<file path="config.mk">
export PLATFORM = sky130hd
export DESIGN_NAME = flash_host
export DESIGN_NICKNAME = d
export VERILOG_FILES = /design/src/rtl/flash_host_pkg.sv /design/src/rtl/flash_host.sv
export SDC_FILE = /design/constraint.sdc
export NUM_CORES = 1
export LEC_CHECK = 0
export BUFFER_PORTS_ARGS = -buffer_cell sky130_fd_sc_hd__buf_4
export CAP_MARGIN = 20
export CORE_ASPECT_RATIO = 1.2
export CORE_MARGIN = 10
export CORE_UTILIZATION = 59
export DETAILED_ROUTE_END_ITERATION = 12
export HOLD_SLACK_MARGIN = 0.15
export PLACE_DENSITY_LB_ADDON = 0.08
export SLEW_MARGIN = 0
export SYNTH_ARGS = -nofsm -noshare
export SYNTH_HDL_FRONTEND = slang
export SYNTH_SLANG_ARGS = --single-unit
</file>
<file path="constraint.sdc">
create_clock -name pclk -period 3.5 [get_ports pclk]
set_input_delay 0.35 -clock pclk [delete_from_list [all_inputs] [get_ports pclk]]
set_output_delay 0.35 -clock pclk [all_outputs]
set_load 0.02 [all_outputs]
</file>
<file path="src/rtl/flash_host_pkg.sv">
// constants, types and opcode decode for the serial flash host controller
package flash_host_pkg;

    // ----------------------------------------
    // apb register map
    // ----------------------------------------
    localparam logic [7:0] OFF_CTRL = 8'h00;
    localparam logic [7:0] OFF_ADDR = 8'h04;
    localparam logic [7:0] OFF_TX = 8'h08;
    localparam logic [7:0] OFF_RX = 8'h0c;
    localparam logic [7:0] OFF_STAT = 8'h10;
    localparam int CTRL_START = 8;
    localparam int CTRL_ID_ADDR = 9;
    localparam int CTRL_WP_HIGH = 10;
    localparam int CTRL_LEN_LSB = 16;
    localparam int STAT_BUSY = 0;
    localparam int STAT_TX_FULL = 1;
    localparam int STAT_RX_FULL = 2;

    // ----------------------------------------
    // flash opcodes and status bit positions
    // ----------------------------------------
    localparam logic [7:0] OP_READ = 8'h03;
    localparam logic [7:0] OP_FAST = 8'h0b;
    localparam logic [7:0] OP_DREAD = 8'h3b;
    localparam logic [7:0] OP_DIO = 8'hbb;
    localparam logic [7:0] OP_SSE = 8'h20;
    localparam logic [7:0] OP_SSE_ALT = 8'hd7;
    localparam logic [7:0] OP_SE = 8'hd8;
    localparam logic [7:0] OP_CE = 8'h60;
    localparam logic [7:0] OP_CE_ALT = 8'hc7;
    localparam logic [7:0] OP_PP = 8'h02;
    localparam logic [7:0] OP_WREN = 8'h06;
    localparam logic [7:0] OP_WRDI = 8'h04;
    localparam logic [7:0] OP_PDOWN = 8'hb9;
    localparam logic [7:0] OP_RDSR = 8'h05;
    localparam logic [7:0] OP_WRSR = 8'h01;
    localparam logic [7:0] OP_JID = 8'h9f;
    localparam logic [7:0] OP_ID = 8'hab;
    localparam int SR_BUSY = 0;
    localparam int SR_WEL = 1;
    localparam int SR_PROT_LSB = 2;
    localparam int SR_SIDE = 5;
    localparam int SR_LOCK = 7;

    // ----------------------------------------
    // clock counts of a frame
    // ----------------------------------------
    localparam logic [5:0] CMD_CLKS = 6'h08;
    localparam logic [5:0] ADDR_CLKS_SINGLE = 6'h18;
    localparam logic [5:0] ADDR_CLKS_DUAL = 6'h0c;
    localparam logic [5:0] DUMMY_SINGLE = 6'h08;
    localparam logic [5:0] DUMMY_DUAL = 6'h04;
    localparam logic [5:0] DUMMY_HOST_DRIVE = 6'h02;
    localparam logic [2:0] LAST_BIT_SINGLE = 3'h7;
    localparam logic [2:0] LAST_BIT_DUAL = 3'h3;

    typedef enum logic [3:0] {
        ST_IDLE = 4'b0001,
        ST_SHIFT = 4'b0010,
        ST_WAIT = 4'b0100,
        ST_END = 4'b1000
    } st_t;

    typedef struct packed {
        logic has_addr;
        logic addr_dual;
        logic [5:0] dummy;
        logic data_rx;
        logic data_tx;
        logic data_dual;
    } fmt_t;

    typedef struct packed {
        logic cs_n;
        logic sck;
        logic io0_o;
        logic io0_oe_n;
        logic io1_o;
        logic io1_oe_n;
        logic wp_n;
    } pins_t;

    localparam pins_t PINS_IDLE = '{cs_n: 1'b1, sck: 1'b0, io0_o: 1'b0, io0_oe_n: 1'b1,
                                    io1_o: 1'b0, io1_oe_n: 1'b1, wp_n: 1'b0};

    // frame shape of each opcode; unknown opcodes go out alone
    function automatic fmt_t decode(input logic [7:0] opc, input logic id_addr);
        fmt_t f;
        f = '0;
        case (opc)
            OP_READ: begin
                f.has_addr = 1'b1;
                f.data_rx = 1'b1;
            end
            OP_FAST: begin // see RULE2
                f.has_addr = 1'b1;
                f.dummy = DUMMY_SINGLE;
                f.data_rx = 1'b1;
            end
            OP_DREAD: begin // see RULE3
                f.has_addr = 1'b1;
                f.dummy = DUMMY_SINGLE;
                f.data_rx = 1'b1;
                f.data_dual = 1'b1;
            end
            OP_DIO: begin
                f.has_addr = 1'b1;
                f.addr_dual = 1'b1;
                f.dummy = DUMMY_DUAL;
                f.data_rx = 1'b1;
                f.data_dual = 1'b1;
            end
            OP_SSE, OP_SSE_ALT, OP_SE: f.has_addr = 1'b1; // see RULE11
            OP_PP: begin
                f.has_addr = 1'b1;
                f.data_tx = 1'b1;
            end
            OP_WRSR: f.data_tx = 1'b1;
            OP_RDSR, OP_JID: f.data_rx = 1'b1;
            OP_ID: begin
                f.has_addr = id_addr; // see RULE14
                f.data_rx = id_addr;
            end
            default: f = '0;
        endcase
        return f;
    endfunction

endpackage

</file>
<file path="src/rtl/flash_host.sv">
// apb-controlled host engine that drives a serial flash over its spi pins
// Function
// RULE1 - read: opcode 03h, three address bytes, data on the single output line
// RULE2 - fast read: 0Bh, three address bytes, eight dummy bits, single-line data
// RULE3 - dual output read: 3Bh, address and dummy single line, data on both lines
// RULE4 - dual data: bits 7,5,3,1 on io line 0, bits 6,4,2,0 on io line 1
// RULE5 - dual-io read: BBh, address two bits per clock, four dummy clocks, dual data
// RULE6 - dual-io address: odd bits on io line 1, even bits on io line 0
// RULE7 - last two dual-io dummy clocks: both lines released by host and device
// RULE8 - continued clocks read successive bytes, wrapping 7FFFFh to 00000h
// RULE9 - raising chip select ends any read; output floats while deselected
// RULE10 - address bits A23 to A19 are ignored by the device
// RULE11 - erase opcodes 20h/D7h, D8h with address; 60h/C7h alone
// RULE12 - page program: 02h, three address bytes, then program data bytes
// RULE13 - single-byte opcodes 06h 04h B9h 05h 9Fh; status write 01h plus one byte
// RULE14 - ABh with three don't-care bytes returns id; ABh alone leaves power-down
// RULE15 - eight 64 KB sectors of sixteen 4 KB small sectors, numbered 0 to 127
// RULE16 - status register is eight bits with busy, latch, level, side, lock
// RULE17 - status lock set disables status register writes
// RULE18 - side select places the protected area at top or bottom
// RULE19 - busy, latch and reserved read 0 after power-on; others nonvolatile
// RULE20 - unknown opcode: device ignores clocks, outputs float until deselect
// RULE21 - clock level at select picks mode 0 (low) or mode 3 (high)
// RULE22 - busy reads 1 during program, erase or status write
// RULE23 - status read repeats bit 7 to bit 0 while clocks continue
// RULE24 - write-enable latch clears at power-on and after each completed write
//
// Decided for this implementation: the APB register port and the register addresses.
`timescale 1ns/10ps
module flash_host #(
    parameter int HALF_CYC = 4,
    parameter int LEN_W = 16
) (
    // apb slave
    input wire logic pclk,
    input wire logic presetn,
    input wire logic psel,
    input wire logic penable,
    input wire logic pwrite,
    input wire logic [7:0] paddr,
    input wire logic [31:0] pwdata,
    output logic [31:0] prdata,
    output logic pready,
    output logic pslverr,
    // flash pins
    output flash_host_pkg::pins_t flash_pins,
    input wire logic io0_i,
    input wire logic io1_i
);

    // ----------------------------------------
    // state
    // ----------------------------------------
    localparam logic [7:0] HALF_M1 = 8'(HALF_CYC - 1);

    typedef struct packed {
        flash_host_pkg::st_t st;
        logic [7:0] div;
        logic [5:0] clk;
        logic data;
        logic [2:0] bitc;
        logic [LEN_W-1:0] left;
        logic [31:0] sh;
        logic [7:0] rxsh;
        flash_host_pkg::fmt_t fmt;
        flash_host_pkg::pins_t pins;
        logic [7:0] opcode;
        logic id_addr;
        logic wp_high;
        logic [LEN_W-1:0] len;
        logic [23:0] addr;
        logic [7:0] tx;
        logic tx_full;
        logic [7:0] rx;
        logic rx_full;
        logic [1:0] s1;
        logic [1:0] s2;
        logic [31:0] prdata;
        logic slverr;
    } state_t;

    state_t q;
    state_t n;

    function automatic logic [5:0] addr_end(input flash_host_pkg::fmt_t f);
        logic [5:0] a;
        a = flash_host_pkg::CMD_CLKS;
        if (f.has_addr) begin
            a = a + (f.addr_dual ? flash_host_pkg::ADDR_CLKS_DUAL : flash_host_pkg::ADDR_CLKS_SINGLE);
        end
        return a;
    endfunction

    // {io1_o, io1_oe_n, io0_o, io0_oe_n} for header clock c or a data bit
    function automatic logic [3:0] drive(input logic [5:0] c, input logic dat, input flash_host_pkg::fmt_t f,
                                         input logic [31:0] s);
        logic [3:0] d;
        logic [5:0] ae;
        ae = addr_end(f);
        d = {1'b0, 1'b1, 1'b0, 1'b1};
        if (dat) begin
            if (f.data_tx) begin
                d = {1'b0, 1'b1, s[31], 1'b0};
            end
        end else if (c < flash_host_pkg::CMD_CLKS || (c < ae && !f.addr_dual)) begin
            d = {1'b0, 1'b1, s[31], 1'b0};
        end else if (c < ae) begin
            d = {s[31], 1'b0, s[30], 1'b0}; // see RULE6
        end else if (f.addr_dual) begin
            // host keeps the first dual dummy clocks, then lets go
            if (c - ae < flash_host_pkg::DUMMY_HOST_DRIVE) begin
                d = {1'b0, 1'b0, 1'b0, 1'b0};
            end else begin
                d = {1'b0, 1'b1, 1'b0, 1'b1}; // see RULE7
            end
        end else begin
            d = {1'b0, 1'b1, 1'b0, 1'b0};
        end
        return d;
    endfunction

    logic wr_acc;
    logic rd_acc;
    logic hit;
    logic go_ok;
    logic [5:0] hdr_last;
    logic [2:0] last_bit;
    logic [7:0] rx_next;
    logic [3:0] dv;

    // ----------------------------------------
    // next state
    // ----------------------------------------
    always_comb begin
        n = q;
        n.s1 = {io1_i, io0_i};
        n.s2 = q.s1;
        wr_acc = psel && penable && pwrite;
        rd_acc = psel && penable && !pwrite;
        hit = paddr == flash_host_pkg::OFF_CTRL || paddr == flash_host_pkg::OFF_ADDR ||
              paddr == flash_host_pkg::OFF_TX || paddr == flash_host_pkg::OFF_RX ||
              paddr == flash_host_pkg::OFF_STAT;
        hdr_last = addr_end(q.fmt) + q.fmt.dummy - 6'h01;
        last_bit = q.fmt.data_dual ? flash_host_pkg::LAST_BIT_DUAL : flash_host_pkg::LAST_BIT_SINGLE;
        // odd bits arrive on io line 0 first in dual mode
        rx_next = q.fmt.data_dual ? {q.rxsh[5:0], q.s2[0], q.s2[1]} : {q.rxsh[6:0], q.s2[1]}; // see RULE4
        go_ok = q.fmt.data_rx ? !q.rx_full : (q.fmt.data_tx ? q.tx_full : 1'b1);
        dv = '0;

        // read data is latched in the setup cycle so prdata comes from a flop
        if (psel && !penable) begin
            n.slverr = !hit;
            case (paddr)
                flash_host_pkg::OFF_CTRL: begin
                    n.prdata = '0;
                    n.prdata[7:0] = q.opcode;
                    n.prdata[flash_host_pkg::CTRL_ID_ADDR] = q.id_addr;
                    n.prdata[flash_host_pkg::CTRL_WP_HIGH] = q.wp_high;
                    n.prdata[flash_host_pkg::CTRL_LEN_LSB +: LEN_W] = q.len;
                end
                flash_host_pkg::OFF_ADDR: n.prdata = {8'h00, q.addr};
                flash_host_pkg::OFF_TX: n.prdata = {24'h000000, q.tx};
                flash_host_pkg::OFF_RX: n.prdata = {24'h000000, q.rx};
                flash_host_pkg::OFF_STAT: begin
                    n.prdata = '0;
                    n.prdata[flash_host_pkg::STAT_BUSY] = q.st != flash_host_pkg::ST_IDLE;
                    n.prdata[flash_host_pkg::STAT_TX_FULL] = q.tx_full;
                    n.prdata[flash_host_pkg::STAT_RX_FULL] = q.rx_full;
                end
                default: n.prdata = '0;
            endcase
        end
        if (wr_acc) begin
            case (paddr)
                flash_host_pkg::OFF_CTRL: begin
                    n.opcode = pwdata[7:0];
                    n.id_addr = pwdata[flash_host_pkg::CTRL_ID_ADDR];
                    n.wp_high = pwdata[flash_host_pkg::CTRL_WP_HIGH];
                    n.len = pwdata[flash_host_pkg::CTRL_LEN_LSB +: LEN_W];
                end
                flash_host_pkg::OFF_ADDR: n.addr = pwdata[23:0];
                flash_host_pkg::OFF_TX: begin
                    n.tx = pwdata[7:0];
                    n.tx_full = 1'b1;
                end
                default: ;
            endcase
        end
        if (rd_acc && paddr == flash_host_pkg::OFF_RX) begin
            n.rx_full = 1'b0;
        end
        n.pins.wp_n = q.wp_high;

        // engine runs after the bus so its sets win over a same-cycle clear
        case (q.st)
            flash_host_pkg::ST_IDLE: begin
                // start takes opcode, id bit and length from this same write and the address already in place, a start is ignored while busy
                if (wr_acc && paddr == flash_host_pkg::OFF_CTRL && pwdata[flash_host_pkg::CTRL_START]) begin
                    n.fmt = flash_host_pkg::decode(pwdata[7:0], pwdata[flash_host_pkg::CTRL_ID_ADDR]); // see RULE13
                    n.sh = {pwdata[7:0], q.addr};
                    n.left = pwdata[flash_host_pkg::CTRL_LEN_LSB +: LEN_W];
                    n.clk = '0;
                    n.data = 1'b0;
                    n.bitc = '0;
                    n.div = HALF_M1;
                    n.pins.sck = 1'b0; // see RULE21
                    n.pins.cs_n = 1'b0;
                    dv = drive(6'h00, 1'b0, n.fmt, n.sh);
                    {n.pins.io1_o, n.pins.io1_oe_n, n.pins.io0_o, n.pins.io0_oe_n} = dv;
                    n.st = flash_host_pkg::ST_SHIFT;
                end
            end
            flash_host_pkg::ST_SHIFT: begin
                if (q.div != 8'h00) begin
                    n.div = q.div - 8'h01;
                end else if (!q.pins.sck) begin
                    // rising edge: take a read bit
                    n.div = HALF_M1;
                    n.pins.sck = 1'b1;
                    if (q.data && q.fmt.data_rx) begin
                        n.rxsh = rx_next;
                        if (q.bitc == last_bit) begin
                            n.rx = rx_next;
                            n.rx_full = 1'b1;
                        end
                    end
                end else begin
                    // falling edge: move on to the next bit
                    n.div = HALF_M1;
                    n.pins.sck = 1'b0;
                    if (!q.data) begin
                        if (q.clk == hdr_last) begin
                            // the device may drive both lines from this edge on, so let go now
                            if (q.fmt.data_rx) begin
                                n.pins.io0_oe_n = 1'b1; // see RULE3
                                n.pins.io1_oe_n = 1'b1;
                            end
                            // frames without a data phase ignore len and end after the header
                            n.st = (q.left == '0 || !(q.fmt.data_rx || q.fmt.data_tx)) ?
                                flash_host_pkg::ST_END : flash_host_pkg::ST_WAIT;
                        end else begin
                            n.clk = q.clk + 6'h01;
                            if (q.fmt.addr_dual && q.clk >= flash_host_pkg::CMD_CLKS) begin
                                n.sh = {q.sh[29:0], 2'b00}; // see RULE5
                            end else begin
                                n.sh = {q.sh[30:0], 1'b0}; // see RULE1
                            end
                            dv = drive(n.clk, 1'b0, q.fmt, n.sh);
                            {n.pins.io1_o, n.pins.io1_oe_n, n.pins.io0_o, n.pins.io0_oe_n} = dv;
                        end
                    end else if (q.bitc == last_bit) begin
                        // the device steps its own address, so long reads need no re-issue
                        n.left = q.left - 1'b1; // see RULE8
                        n.st = q.left == 1 ? flash_host_pkg::ST_END : flash_host_pkg::ST_WAIT;
                    end else begin
                        n.bitc = q.bitc + 3'h1;
                        n.sh = {q.sh[30:0], 1'b0};
                        dv = drive(q.clk, 1'b1, q.fmt, n.sh);
                        {n.pins.io1_o, n.pins.io1_oe_n, n.pins.io0_o, n.pins.io0_oe_n} = dv;
                    end
                end
                if (n.st == flash_host_pkg::ST_END) begin
                    n.pins.cs_n = 1'b1; // see RULE9
                    n.pins.io0_oe_n = 1'b1;
                    n.pins.io1_oe_n = 1'b1;
                    n.div = HALF_M1;
                end
            end
            flash_host_pkg::ST_WAIT: begin
                // sck parks low until software has room for, or supplies, the next byte
                if (go_ok) begin
                    n.data = 1'b1;
                    n.bitc = '0;
                    n.div = HALF_M1;
                    if (q.fmt.data_tx) begin
                        n.sh[31:24] = q.tx; // see RULE12
                        n.tx_full = wr_acc && paddr == flash_host_pkg::OFF_TX;
                    end
                    dv = drive(q.clk, 1'b1, q.fmt, n.sh);
                    {n.pins.io1_o, n.pins.io1_oe_n, n.pins.io0_o, n.pins.io0_oe_n} = dv;
                    n.st = flash_host_pkg::ST_SHIFT;
                end
            end
            flash_host_pkg::ST_END: begin
                // deselect time before the next frame may start
                if (q.div != 8'h00) begin
                    n.div = q.div - 8'h01;
                end else begin
                    n.st = flash_host_pkg::ST_IDLE;
                end
            end
            default: n.st = flash_host_pkg::ST_IDLE;
        endcase
    end

    always_ff @(posedge pclk or negedge presetn) begin
        if (!presetn) begin
            q <= '0;
            q.st <= flash_host_pkg::ST_IDLE;
            q.pins <= flash_host_pkg::PINS_IDLE;
        end else begin
            q <= n;
        end
    end

    assign prdata = q.prdata;
    assign pslverr = q.slverr;
    assign pready = 1'b1;
    assign flash_pins = q.pins;
endmodule

</file>
==> results of run 1 <==
## metrics by stage
stage          power (W)  util [%]  instance area (um^2)  hold WS, ns  setup slack, ns
6_report        0.004424     67.98                 11540       0.1554           0.2860
5_1_grt         0.004550     67.98                 11540       0.1524          0.05577
4_1_cts         0.004446     67.79                 11510       0.1505           0.2996
3_5_place_dp    0.002503     63.56                 10790       0.3387           0.3024
3_3_place_gp    0.002500     63.56                 10790       0.3389           0.3973
2_1_floorplan   0.002376         -                 10260      0.05441           0.5207
## power by group through the flow
stage	clock network, W	registers [W]	logic, W
finish	0.00195	0.00227	0.000201
global route	0.00206	0.00227	0.000221
CTS	0.00198	0.00227	0.000201
detailed placement	0	0.00231	0.000189
global placement	0	0.00231	0.000187
floorplan	0	0.00231	0.0000668
## cells in the final DEF (no fill, tap or decap), types with 14 or more instances in the layout
master / count
sky130_fd_sc_hd__clkbuf_16: 17
sky130_fd_sc_hd__mux2_2: 69
sky130_fd_sc_hd__dlygate4sd3_1: 15
sky130_fd_sc_hd__o21ai_0: 76
sky130_fd_sc_hd__nand3_1: 27
sky130_fd_sc_hd__nand2_1: 100
sky130_fd_sc_hd__nor2_1: 95
sky130_fd_sc_hd__a22oi_1: 14
sky130_fd_sc_hd__a21oi_1: 71
sky130_fd_sc_hd__dfrtp_1: 190
sky130_fd_sc_hd__ha_1: 14
sky130_fd_sc_hd__inv_1: 23
sky130_fd_sc_hd__mux2i_1: 51
sky130_fd_sc_hd__a32oi_1: 19
sky130_fd_sc_hd__buf_4: 102
## registers in the layout, summed over array words and instances, names as in the netlist
signal,cells
pslverr,1
q,151
n,3
prdata,32
flash_pins,7
## final cells by class
class                   instances  area share [%]
well taps                     216           2.341
multi-input cells             715           41.04
inverters                      23          0.7479
repair buffers                122           8.671
flip-flops and latches        194           42.10
clock buffers                  17           3.685
clock inverters                14           1.420
## worst min-delay path by stage
stage	startpoint	to	cells past startpoint
final	pwdata[26]	q[89]	2
after global routing	pwdata[26]	q[89]	2
after CTS	pwdata[27]	q[90]	2
after floorplan	presetn	flash_pins[0]	0
after detailed placement	n[33]	q[33]	0
after global placement	n[33]	q[33]	0
## kinds of logic after synthesis
kind of cell,after synthesis,synth area share (%)
mux,121,12.70
xor+xnor,16,1.366
simple gates,315,14.94
compound gates,246,14.92
other cells,1,0.03655
flops,194,47.37
fa+ha+maj,16,2.098
buf+inv,131,6.574
## metal layers
metal  up-vias  global-route usage, %  wire length (um)
met5         -                      0                 0
met3        28                  4.252              1222
met4         0                  5.874               395
met1      3869                  27.66             10830
li1       3741                      -                 -
met2       200                  35.35             12030
==> impl_metrics.prom, run 1 <==
# TYPE chip_impl_metric gauge
chip_impl_metric{name="sw_ratio",unit="%"} 25.48
chip_impl_metric{name="multi_input_comb_area",unit="um^2"} 4737
chip_impl_info{name="setup.worst_path.class",value="reg2reg"} 1
chip_impl_metric{name="timing.fmax",unit="GHz"} 0.3111
chip_impl_metric{name="layout-drive-gt1-share",unit="%"} 21.29
chip_impl_metric{name="wl",unit="um"} 24480
chip_impl_metric{name="yosys.cell_types.count",unit=""} 73
chip_impl_metric{name="timing.reg2reg.worst_path_depth",unit=""} 12
chip_impl_metric{name="post_cts_buffers",unit=""} 0
chip_impl_metric{name="ir_drop",unit="V"} 0.0003999
chip_impl_metric{name="ys_async_sr_fraction",unit="%"} 100.0
chip_impl_metric{name="areaGrowthSynthToFinish",unit="%"} 12.53
chip_impl_metric{name="final.period_utilization",unit="%"} 91.83
chip_impl_metric{name="grt_overflow_total",unit=""} 0
chip_impl_metric{name="design.final.nets",unit=""} 1136
chip_impl_metric{name="cts_hold_buf",unit=""} 13
chip_impl_metric{name="p_int",unit="W"} 0.003297
chip_impl_metric{name="timing.critical_path.required",unit="ns"} 3.82
chip_impl_info{name="synth.top_cells.by_count",value="190 x sky130_fd_sc_hd__dfrtp_1, 100 x sky130_fd_sc_hd__nand2_1, 96 x sky130_fd_sc_hd__nor2_1"} 1
chip_impl_metric{name="postCtsResizedCells",unit=""} 0
chip_impl_metric{name="sequential_cell_area",unit="um^2"} 4860
chip_impl_metric{name="grt_pass1_wl",unit="um"} 40390
chip_impl_info{name="setup.worst_path.end",value="flash_pins[4]"} 1
chip_impl_metric{name="numPlacedInstances",unit=""} 1254
chip_impl_metric{name="fp-row-count",unit=""} 52
chip_impl_metric{name="timing.critical_path.depth",unit=""} 12
chip_impl_metric{name="clk_pin_slew_worst_paths",unit="ns"} 0.07
chip_impl_metric{name="timing.final.setup_violations",unit=""} 0
chip_impl_metric{name="number_of_global_route_vias_before_repair",unit=""} 7845
chip_impl_metric{name="start_util",unit="%"} 60.41
chip_impl_metric{name="drt_iter0_markers",unit=""} 584
chip_impl_metric{name="netSwitchingPower",unit="W"} 0.001127
chip_impl_metric{name="drc",unit=""} 0
chip_impl_metric{name="power_per_cell_area",unit="nW/um^2"} 383.3
chip_impl_metric{name="antenna_found_initial",unit=""} 0
chip_impl_metric{name="synth.top_cell.area_share",unit="%"} 46.35
chip_impl_info{name="tritoncts",value="done"} 1
chip_impl_info{name="synth_area_leaders",value="sky130_fd_sc_hd__dfrtp_1 46%, sky130_fd_sc_hd__mux2_2 7.6%, sky130_fd_sc_hd__mux2i_1 5.0%, sky130_fd_sc_hd__o21ai_0 3.7%, sky130_fd_sc_hd__nand2_1 3.7%"} 1
chip_impl_metric{name="final_cells",unit=""} 1301
chip_impl_metric{name="insertedDiodeCount",unit=""} 0
chip_impl_metric{name="timing.critical_path.arrival",unit="ns"} 3.54
chip_impl_metric{name="chipHeight",unit="um"} 164.4
chip_impl_info{name="reg2reg_to",value="flash_pins[4]"} 1
chip_impl_metric{name="postSynthCellCount",unit=""} 1040
chip_impl_metric{name="power_leakage",unit="nW"} 5.478
chip_impl_metric{name="cp_slowest_stage_delay",unit="ns"} 0.56
chip_impl_info{name="root_buffer",value="sky130_fd_sc_hd__clkbuf_16"} 1
chip_impl_info{name="critical_path.reg2reg.startpoint",value="q[122]"} 1
chip_impl_metric{name="floorplan.core_area",unit="um^2"} 16980
chip_impl_metric{name="yosys_warnings",unit=""} 0
chip_impl_metric{name="final_hold_vios",unit=""} 0
chip_impl_metric{name="route.detailed.wl_per_inst",unit="um"} 18.81
chip_impl_metric{name="max_cap_viol",unit=""} 0
chip_impl_info{name="cp-start-kind",value="register"} 1
chip_impl_info{name="rsz0062_at_grt",value="false"} 1
chip_impl_metric{name="grt_max_degree",unit=""} 90
chip_impl_metric{name="fp.dieArea",unit="um^2"} 23080
chip_impl_info{name="outcome",value="complete, no violations"} 1
chip_impl_metric{name="drv_slew",unit=""} 0
chip_impl_metric{name="power_frac_seq",unit="%"} 51.3
chip_impl_info{name="min_path_type",value="in2reg"} 1
chip_impl_metric{name="avgViaCountPerCell",unit=""} 6.025
chip_impl_metric{name="cts_num_sinks",unit=""} 194
chip_impl_metric{name="clock_insertion_delay_worst_skew",unit="ns"} 0.45
chip_impl_metric{name="overall_track_demand_over_capacity_in_global_routing",unit="%"} 21.24
chip_impl_metric{name="crit_buf_inv",unit=""} 2
chip_impl_info{name="critical_path.slowest_cell",value="sky130_fd_sc_hd__dfrtp_1"} 1
chip_impl_metric{name="rrSetupSlack",unit="ns"} 0.29
chip_impl_metric{name="gp_congestion",unit=""} 0.8310
chip_impl_info{name="netlist.top_cell.by_area",value="sky130_fd_sc_hd__dfrtp_1"} 1
chip_impl_metric{name="part_of_the_total_power_dissipated_in_the_clock_network",unit="%"} 44.2
chip_impl_info{name="yosys.cell_count.top_type",value="sky130_fd_sc_hd__dfrtp_1"} 1
chip_impl_metric{name="synth.cell_area",unit="um^2"} 10260
chip_impl_info{name="timing.critical_path.max_delay_family",value="adder cells"} 1
chip_impl_info{name="worstSetupStartpoint",value="q[122]"} 1
chip_impl_metric{name="tritoncts.num_buffers",unit=""} 17
chip_impl_metric{name="ys_ff_latch",unit=""} 194
chip_impl_metric{name="skew",unit="ns"} 0.01812
chip_impl_metric{name="io_buffer_count",unit=""} 86
chip_impl_metric{name="seq_area_frac_synth",unit="%"} 47.37
chip_impl_metric{name="gate_power_share",unit="%"} 4.6
chip_impl_info{name="ys_dominant_reg_cell",value="sky130_fd_sc_hd__dfrtp_1"} 1
chip_impl_metric{name="final_antenna_net_count",unit=""} 0
chip_impl_metric{name="io_pins",unit=""} 88
chip_impl_metric{name="dp_hpwl",unit="um"} 16870
chip_impl_metric{name="finalWorstPathRequiredPeriod",unit="ns"} 3.214
chip_impl_metric{name="dr.pass1.iters",unit=""} 5
chip_impl_metric{name="critical_path_maximum_fanout",unit=""} 9
chip_impl_metric{name="ctsHtreeMaxLevel",unit=""} 4
chip_impl_info{name="endpoint_kind",value="register"} 1
chip_impl_metric{name="num-fill-cells",unit=""} 1331
chip_impl_metric{name="post_synth.cell_area_avg",unit="um^2"} 9.864
chip_impl_metric{name="synth_edf_count",unit=""} 0
chip_impl_metric{name="timing_worst_slew_pin_value",unit="ns"} 0.7904
chip_impl_metric{name="synth_nets",unit=""} 1103
chip_impl_metric{name="floorplan.die.width",unit="um"} 140.4
chip_impl_metric{name="sum_of_negative_setup_slack",unit="ns"} 0
chip_impl_metric{name="routed-via-count",unit=""} 7838
chip_impl_metric{name="slew_headroom",unit="%"} 46.57
chip_impl_metric{name="clockBufferDepth",unit=""} 2
chip_impl_info{name="crit_path_cell_trace",value="nand2_1 > ha_1 > inv_1 > ha_1 > inv_1 > fa_1 > xor2_1 > and4_1 > nand3b_1 > a41oi_1 > nor2b_1 > mux2_2"} 1
Power figures use the tool's default switching activity.
==> run 2, diff against run 1 <==
- CORE_UTILIZATION: 59 -> 50
==> run 2 against run 1 <==
Against the previous run:
- sequential power about the same
- register-to-register slack better by 0.07 ns
- critical path depth shrank 1
- clock skew shrank 0.0053 ns
- power increased by 0.67%
- design area rose by 0.68%
- flip-flop and latch count unchanged
- worst hold slack better by 0.010 ns
==> impl_metrics.prom, run 2 (same netlist as run 1, synthesis figures left out) <==
# TYPE chip_impl_metric gauge
chip_impl_metric{name="floorplan.die.width",unit="um"} 150.8
chip_impl_metric{name="floorplan.core_area",unit="um^2"} 20180
chip_impl_metric{name="finalWorstPathRequiredPeriod",unit="ns"} 3.140
chip_impl_metric{name="io_pins",unit=""} 88
chip_impl_info{name="layout_commonest_cell",value="sky130_fd_sc_hd__dfrtp_1"} 1
chip_impl_metric{name="drc",unit=""} 0
chip_impl_metric{name="routed-via-count",unit=""} 7712
chip_impl_metric{name="design_area",unit="um^2"} 11620
chip_impl_metric{name="dp_hpwl",unit="um"} 17680
chip_impl_metric{name="rrSetupSlack",unit="ns"} 0.36
chip_impl_metric{name="max_cap_viol",unit=""} 0
chip_impl_info{name="setup.worst_path.class",value="reg2reg"} 1
chip_impl_metric{name="avgViaCountPerCell",unit=""} 5.692
chip_impl_info{name="cp-start-kind",value="register"} 1
chip_impl_metric{name="clockBufferDepth",unit=""} 2
chip_impl_metric{name="io_buffer_count",unit=""} 86
chip_impl_info{name="registers.top_by_ff_count",value="q"} 1
chip_impl_metric{name="power_leakage",unit="nW"} 5.494
chip_impl_metric{name="clk_pin_slew_worst_paths",unit="ns"} 0.08
chip_impl_metric{name="final.hold.worst_slack",unit="ns"} 0.1656
chip_impl_metric{name="wl",unit="um"} 25130
chip_impl_metric{name="skew",unit="ns"} 0.01278
chip_impl_info{name="rsz0062_at_grt",value="false"} 1
chip_impl_metric{name="areaGrowthSynthToFinish",unit="%"} 13.29
chip_impl_metric{name="timing_worst_slew_pin_value",unit="ns"} 1.183
chip_impl_metric{name="dpl-instance-area",unit="um^2"} 10860
chip_impl_metric{name="fp-row-count",unit=""} 57
chip_impl_metric{name="cts_num_sinks",unit=""} 194
chip_impl_metric{name="chipHeight",unit="um"} 176.9
chip_impl_metric{name="grt_max_degree",unit=""} 84
chip_impl_metric{name="insertedDiodeCount",unit=""} 0
chip_impl_metric{name="ir_drop",unit="V"} 0.0003009
chip_impl_metric{name="drt_iter0_markers",unit=""} 451
chip_impl_metric{name="tritoncts.num_buffers",unit=""} 17
chip_impl_metric{name="grt_overflow_total",unit=""} 0
chip_impl_info{name="tritoncts",value="done"} 1
chip_impl_metric{name="post_cts_buffers",unit=""} 0
chip_impl_metric{name="dr.pass1.iters",unit=""} 5
chip_impl_metric{name="final_cells",unit=""} 1355
chip_impl_metric{name="slew_headroom",unit="%"} 20.80
chip_impl_metric{name="power_per_cell_area",unit="nW/um^2"} 383.2
chip_impl_info{name="endpoint_kind",value="register"} 1
chip_impl_metric{name="final_antenna_net_count",unit=""} 0
chip_impl_metric{name="number_of_global_route_vias_before_repair",unit=""} 7904
chip_impl_metric{name="timing.critical_path.arrival",unit="ns"} 3.47
chip_impl_metric{name="timing.fmax",unit="GHz"} 0.3185
chip_impl_metric{name="drv_slew",unit=""} 0
chip_impl_info{name="outcome",value="complete, no violations"} 1
chip_impl_metric{name="design.final.nets",unit=""} 1141
chip_impl_metric{name="clock_insertion_delay_worst_skew",unit="ns"} 0.44
chip_impl_metric{name="final_hold_vios",unit=""} 0
chip_impl_metric{name="grt_pass1_wl",unit="um"} 41900
chip_impl_info{name="root_buffer",value="sky130_fd_sc_hd__clkbuf_16"} 1
chip_impl_metric{name="timing.final.setup_violations",unit=""} 0
chip_impl_metric{name="overall_track_demand_over_capacity_in_global_routing",unit="%"} 19.54
chip_impl_metric{name="final.period_utilization",unit="%"} 89.70
chip_impl_metric{name="sum_of_negative_setup_slack",unit="ns"} 0
chip_impl_metric{name="numPlacedInstances",unit=""} 1307
chip_impl_metric{name="layout-drive-gt1-share",unit="%"} 21.56
chip_impl_metric{name="largest_register_ffs",unit=""} 151
chip_impl_metric{name="antenna_found_initial",unit=""} 0
chip_impl_metric{name="post-route-util",unit="%"} 57.58
chip_impl_metric{name="ctsHtreeMaxLevel",unit=""} 4
chip_impl_metric{name="fp.dieArea",unit="um^2"} 26670
chip_impl_metric{name="timing.critical_path.required",unit="ns"} 3.83
chip_impl_info{name="min_path_type",value="in2reg"} 1
chip_impl_metric{name="start_util",unit="%"} 50.83
chip_impl_metric{name="gp_congestion",unit=""} 0.8353
chip_impl_info{name="commonest_cells_after_routing_fill_and_taps_aside",value="189 x sky130_fd_sc_hd__dfrtp_1, 108 x sky130_fd_sc_hd__buf_4, 100 x sky130_fd_sc_hd__nand2_1"} 1
chip_impl_metric{name="route.detailed.wl_per_inst",unit="um"} 18.55
chip_impl_metric{name="critical_path_maximum_fanout",unit=""} 9
-- run 2: changes by cell type in the layout (fill, tap and decap cells not counted), sizes merged --
cell	delta
clkinv	-1
bufinv	+1
dlygate4sd3	+2
buf	+3
-- run 2: where the power goes --
part           internal (W)  switching, W
combinational     0.0000796      0.000123
clock               0.00102      0.000963
sequential          0.00226     0.0000123
total               0.00336       0.00110
-- run 2: final cells by class --
type	instances	area [um^2]
clock inverters	14	166.4
fillers	1806	8561
clock buffers	17	425.4
repair buffers	127	1015
inverters	23	86.33
well taps	265	331.6
flip-flops and latches	194	4861
multi-input cells	715	4737
-- run 2: through the flow --
step | power (W) | worst slack [ns]
global route | 0.004615 | 0.1031
floorplan | 0.002376 | 0.5207
finish | 0.004454 | 0.3604
detailed placement | 0.002505 | 0.3148
global placement | 0.002504 | 0.3815
CTS | 0.004501 | 0.2771
-- run 2: path summary, 6_finish.rpt --
check                           start             to  depth (start not counted)
setup / recovery               q[122]  flash_pins[4]                         11
hold / removal             pwdata[31]          q[94]                          2
setup reg to reg               q[122]  flash_pins[4]                         11
hold reg to reg                 n[34]          q[34]                          0
max in group asynchronous     presetn      prdata[8]                          3
min in group asynchronous     presetn         q[184]                          2
-- run 2: critical path: stages, from the launching register on --
cell,delay [ns]
sky130_fd_sc_hd__dfrtp_2,0.50
sky130_fd_sc_hd__ha_1,0.29
sky130_fd_sc_hd__inv_1,0.06
sky130_fd_sc_hd__ha_1,0.14
sky130_fd_sc_hd__inv_1,0.05
sky130_fd_sc_hd__fa_1,0.49
sky130_fd_sc_hd__xor2_1,0.18
sky130_fd_sc_hd__and4_1,0.23
sky130_fd_sc_hd__nand3b_1,0.22
sky130_fd_sc_hd__a41oi_1,0.44
sky130_fd_sc_hd__nor2b_1,0.14
sky130_fd_sc_hd__mux2_2,0.30
-- run 2: what timing repair did --
action                                  4_1_cts  5_1_grt
hold buffers                                 17        0
endpoints found under the hold margin        91        0
resized for setup                             0        1
endpoints found under the setup margin        0       18
-- run 2: layer usage --
metal  GRT usage, %  up-vias  share of wire (%)
met5              0        -                  0
met4          6.667        0                1.9
met3          3.991       32                4.3
met2          31.90      147                 49
met1          25.25     3781                 45
li1               -     3752                  -
==> run 3, diff against run 2 <==
- CORE_MARGIN: 10 -> unset
==> run 3 against run 2 <==
Against the previous run:
- fmax is 2.4% lower
- global-route usage up 4.8 points
- die area down 21%
- final cell count about the same
- design area up 0.13%
- critical path type unchanged
==> impl_metrics.prom, run 3 (same netlist as run 1, synthesis figures left out) <==
# TYPE chip_impl_metric gauge
chip_impl_metric{name="io_pins",unit=""} 88
chip_impl_metric{name="power_leakage",unit="nW"} 5.500
chip_impl_info{name="root_buffer",value="sky130_fd_sc_hd__clkbuf_16"} 1
chip_impl_metric{name="largest_register_ffs",unit=""} 151
chip_impl_info{name="hp-start",value="pwdata[26]"} 1
chip_impl_metric{name="num-fill-cells",unit=""} 1811
chip_impl_info{name="reg2reg_to",value="q[157]"} 1
chip_impl_metric{name="timing.fmax",unit="GHz"} 0.3108
chip_impl_metric{name="critical_path_maximum_fanout",unit=""} 9
chip_impl_metric{name="grt_util_met2",unit="%"} 40.96
chip_impl_metric{name="netSwitchingPower",unit="W"} 0.001119
chip_impl_metric{name="finalWorstPathRequiredPeriod",unit="ns"} 3.217
chip_impl_info{name="cp-start-kind",value="register"} 1
chip_impl_metric{name="gate_power_share",unit="%"} 4.5
chip_impl_metric{name="floorplan.die.width",unit="um"} 132.8
chip_impl_info{name="commonest_cells_after_routing_fill_and_taps_aside",value="190 x sky130_fd_sc_hd__dfrtp_1, 109 x sky130_fd_sc_hd__buf_4, 100 x sky130_fd_sc_hd__nand2_1"} 1
chip_impl_metric{name="fp-row-count",unit=""} 57
chip_impl_info{name="crit_path_cell_trace",value="nand2_1 > ha_1 > inv_1 > ha_1 > inv_1 > fa_1 > xor2_1 > and4_1 > nand3b_1 > a41oi_1 > nor2_4 > mux2_2"} 1
chip_impl_metric{name="layout-drive-gt1-share",unit="%"} 21.63
chip_impl_metric{name="overall_track_demand_over_capacity_in_global_routing",unit="%"} 24.33
chip_impl_metric{name="ir_drop",unit="V"} 0.0003823
chip_impl_metric{name="post-route-util",unit="%"} 57.66
chip_impl_metric{name="skew",unit="ns"} 0.01658
chip_impl_info{name="critical_path.slowest_cell",value="sky130_fd_sc_hd__dfrtp_1"} 1
chip_impl_metric{name="use_met1",unit="%"} 32.76
chip_impl_metric{name="timing_worst_slew_pin_value",unit="ns"} 1.015
chip_impl_metric{name="chipHeight",unit="um"} 158.9
chip_impl_info{name="critical_path.reg2reg.startpoint",value="q[122]"} 1
chip_impl_metric{name="drc",unit=""} 0
chip_impl_metric{name="part_of_the_total_power_dissipated_in_the_clock_network",unit="%"} 44.1
chip_impl_metric{name="cp_slowest_stage_delay",unit="ns"} 0.57
chip_impl_metric{name="rrSetupSlack",unit="ns"} 0.28
chip_impl_metric{name="timing.critical_path.arrival",unit="ns"} 3.54
chip_impl_metric{name="timing.final.setup_violations",unit=""} 0
chip_impl_metric{name="antenna_found_initial",unit=""} 0
chip_impl_metric{name="clock_insertion_delay_worst_skew",unit="ns"} 0.44
chip_impl_metric{name="sw_ratio",unit="%"} 25.33
chip_impl_metric{name="final_antenna_net_count",unit=""} 0
chip_impl_metric{name="clockBufferDepth",unit=""} 2
chip_impl_info{name="min_path_type",value="in2reg"} 1
chip_impl_metric{name="power_frac_seq",unit="%"} 51.4
chip_impl_metric{name="groute.layer.met3.usage",unit="%"} 3.129
chip_impl_metric{name="final_hold_vios",unit=""} 0
chip_impl_info{name="endpoint_kind",value="register"} 1
chip_impl_metric{name="slew_headroom",unit="%"} 32.05
chip_impl_metric{name="floorplan.core_area",unit="um^2"} 20180
chip_impl_metric{name="power_per_cell_area",unit="nW/um^2"} 379.4
chip_impl_metric{name="dp_hpwl",unit="um"} 16750
chip_impl_metric{name="number_of_global_route_vias_before_repair",unit=""} 7645
chip_impl_metric{name="ctsHtreeMaxLevel",unit=""} 4
chip_impl_info{name="busiest_layer",value="met2"} 1
chip_impl_metric{name="cts_num_sinks",unit=""} 194
chip_impl_metric{name="fp.dieArea",unit="um^2"} 21100
chip_impl_metric{name="max_cap_viol",unit=""} 0
chip_impl_metric{name="routed-via-count",unit=""} 7701
chip_impl_metric{name="insertedDiodeCount",unit=""} 0
chip_impl_metric{name="clk_pin_slew_worst_paths",unit="ns"} 0.08
chip_impl_metric{name="timing.critical_path.required",unit="ns"} 3.82
chip_impl_metric{name="tritoncts.num_buffers",unit=""} 17
chip_impl_metric{name="p_int",unit="W"} 0.003297
chip_impl_metric{name="wl",unit="um"} 24310
chip_impl_info{name="setup.worst_path.class",value="reg2reg"} 1
chip_impl_metric{name="drt_iter0_markers",unit=""} 434
chip_impl_info{name="outcome",value="complete, no violations"} 1
chip_impl_info{name="tritoncts",value="done"} 1
chip_impl_metric{name="grt_max_degree",unit=""} 89
chip_impl_metric{name="final.period_utilization",unit="%"} 91.92
chip_impl_metric{name="grt_pass1_wl",unit="um"} 40270
chip_impl_metric{name="sum_of_negative_setup_slack",unit="ns"} 0
chip_impl_metric{name="gp_congestion",unit=""} 0.8223
chip_impl_metric{name="io_buffer_count",unit=""} 86
chip_impl_metric{name="areaGrowthSynthToFinish",unit="%"} 13.44
chip_impl_metric{name="design.final.nets",unit=""} 1142
chip_impl_metric{name="holdPathStages",unit=""} 2
chip_impl_metric{name="avgViaCountPerCell",unit=""} 5.679
chip_impl_metric{name="postCtsResizedCells",unit=""} 0
chip_impl_info{name="timing.hold.worst_endpoint",value="q[89]"} 1
chip_impl_metric{name="grt_overflow_total",unit=""} 0
chip_impl_metric{name="timing.reg2reg.worst_path_depth",unit=""} 12
chip_impl_metric{name="dr.pass1.iters",unit=""} 4
chip_impl_metric{name="drv_slew",unit=""} 0
chip_impl_info{name="rsz0062_at_grt",value="false"} 1
chip_impl_info{name="layout_commonest_cell",value="sky130_fd_sc_hd__dfrtp_1"} 1
chip_impl_info{name="registers.top_by_ff_count",value="q"} 1
chip_impl_metric{name="start_util",unit="%"} 50.83
chip_impl_metric{name="route.detailed.wl_per_inst",unit="um"} 17.92
-- run 3: worst max path at each step --
stage | start | endpoint | slack, ns | depth (start not counted)
after detailed placement | q[122] | q[157] | 0.29 | 12
after global routing | q[122] | q[139] | 0.04 | 13
after global placement | q[122] | q[160] | 0.41 | 12
final | q[122] | q[157] | 0.28 | 12
after CTS | q[122] | q[157] | 0.28 | 12
after floorplan | q[122] | q[200] | 0.52 | 13
-- run 3: cell type report --
cell class              count  area, um^2  area share (%)
clock buffers              17       425.4           3.656
clock inverters            14       165.2           1.419
inverters                  23       86.33          0.7419
multi-input cells         715        4737           40.71
flip-flops and latches    194        4860           41.76
well taps                 265       331.6           2.849
repair buffers            128        1032           8.870
-- run 3: timing repair --
action	in CTS	in global routing
setup buffers	0	0
hold endpoints to repair	145	0
hold buffers	16	0
-- run 3: metrics by stage --
stage	worst slack, ns	total power [W]	hold WS, ns	instances	instance area (um^2)
finish	0.2830	0.004416	0.1708	1356	11640
global route	0.04224	0.004576	0.1636	1356	11640
CTS	0.2797	0.004474	0.1509	1356	11640
detailed placement	0.2931	0.002503	0.1968	1309	10890
global placement	0.4094	0.002502	0.1986	1309	10890
floorplan	0.5207	0.002376	0.05441	1040	10260
-- run 3: power by group through the flow --
stage               registers (W)  clock network (W)  logic (W)
floorplan                 0.00231                  0  0.0000668
global placement          0.00231                  0   0.000188
detailed placement        0.00231                  0   0.000189
CTS                       0.00227            0.00200   0.000204
global route              0.00227            0.00208   0.000222
finish                    0.00227            0.00195   0.000200
-- run 3: worst max-delay path: cells and delay by family (launching register included) --
family,cells,cell delay (ns)
buf+inv,2,0.11
fa+ha+maj,3,0.83
mux,1,0.29
flops,1,0.57
compound gates,1,0.42
simple gates,4,0.70
xor+xnor,1,0.18
-- run 3: layer usage --
metal,vias to the layer above,part of all wire (%)
li1,3755,-
met1,3788,46
met2,134,50
met3,24,2.9
met4,0,1.2
met5,-,0
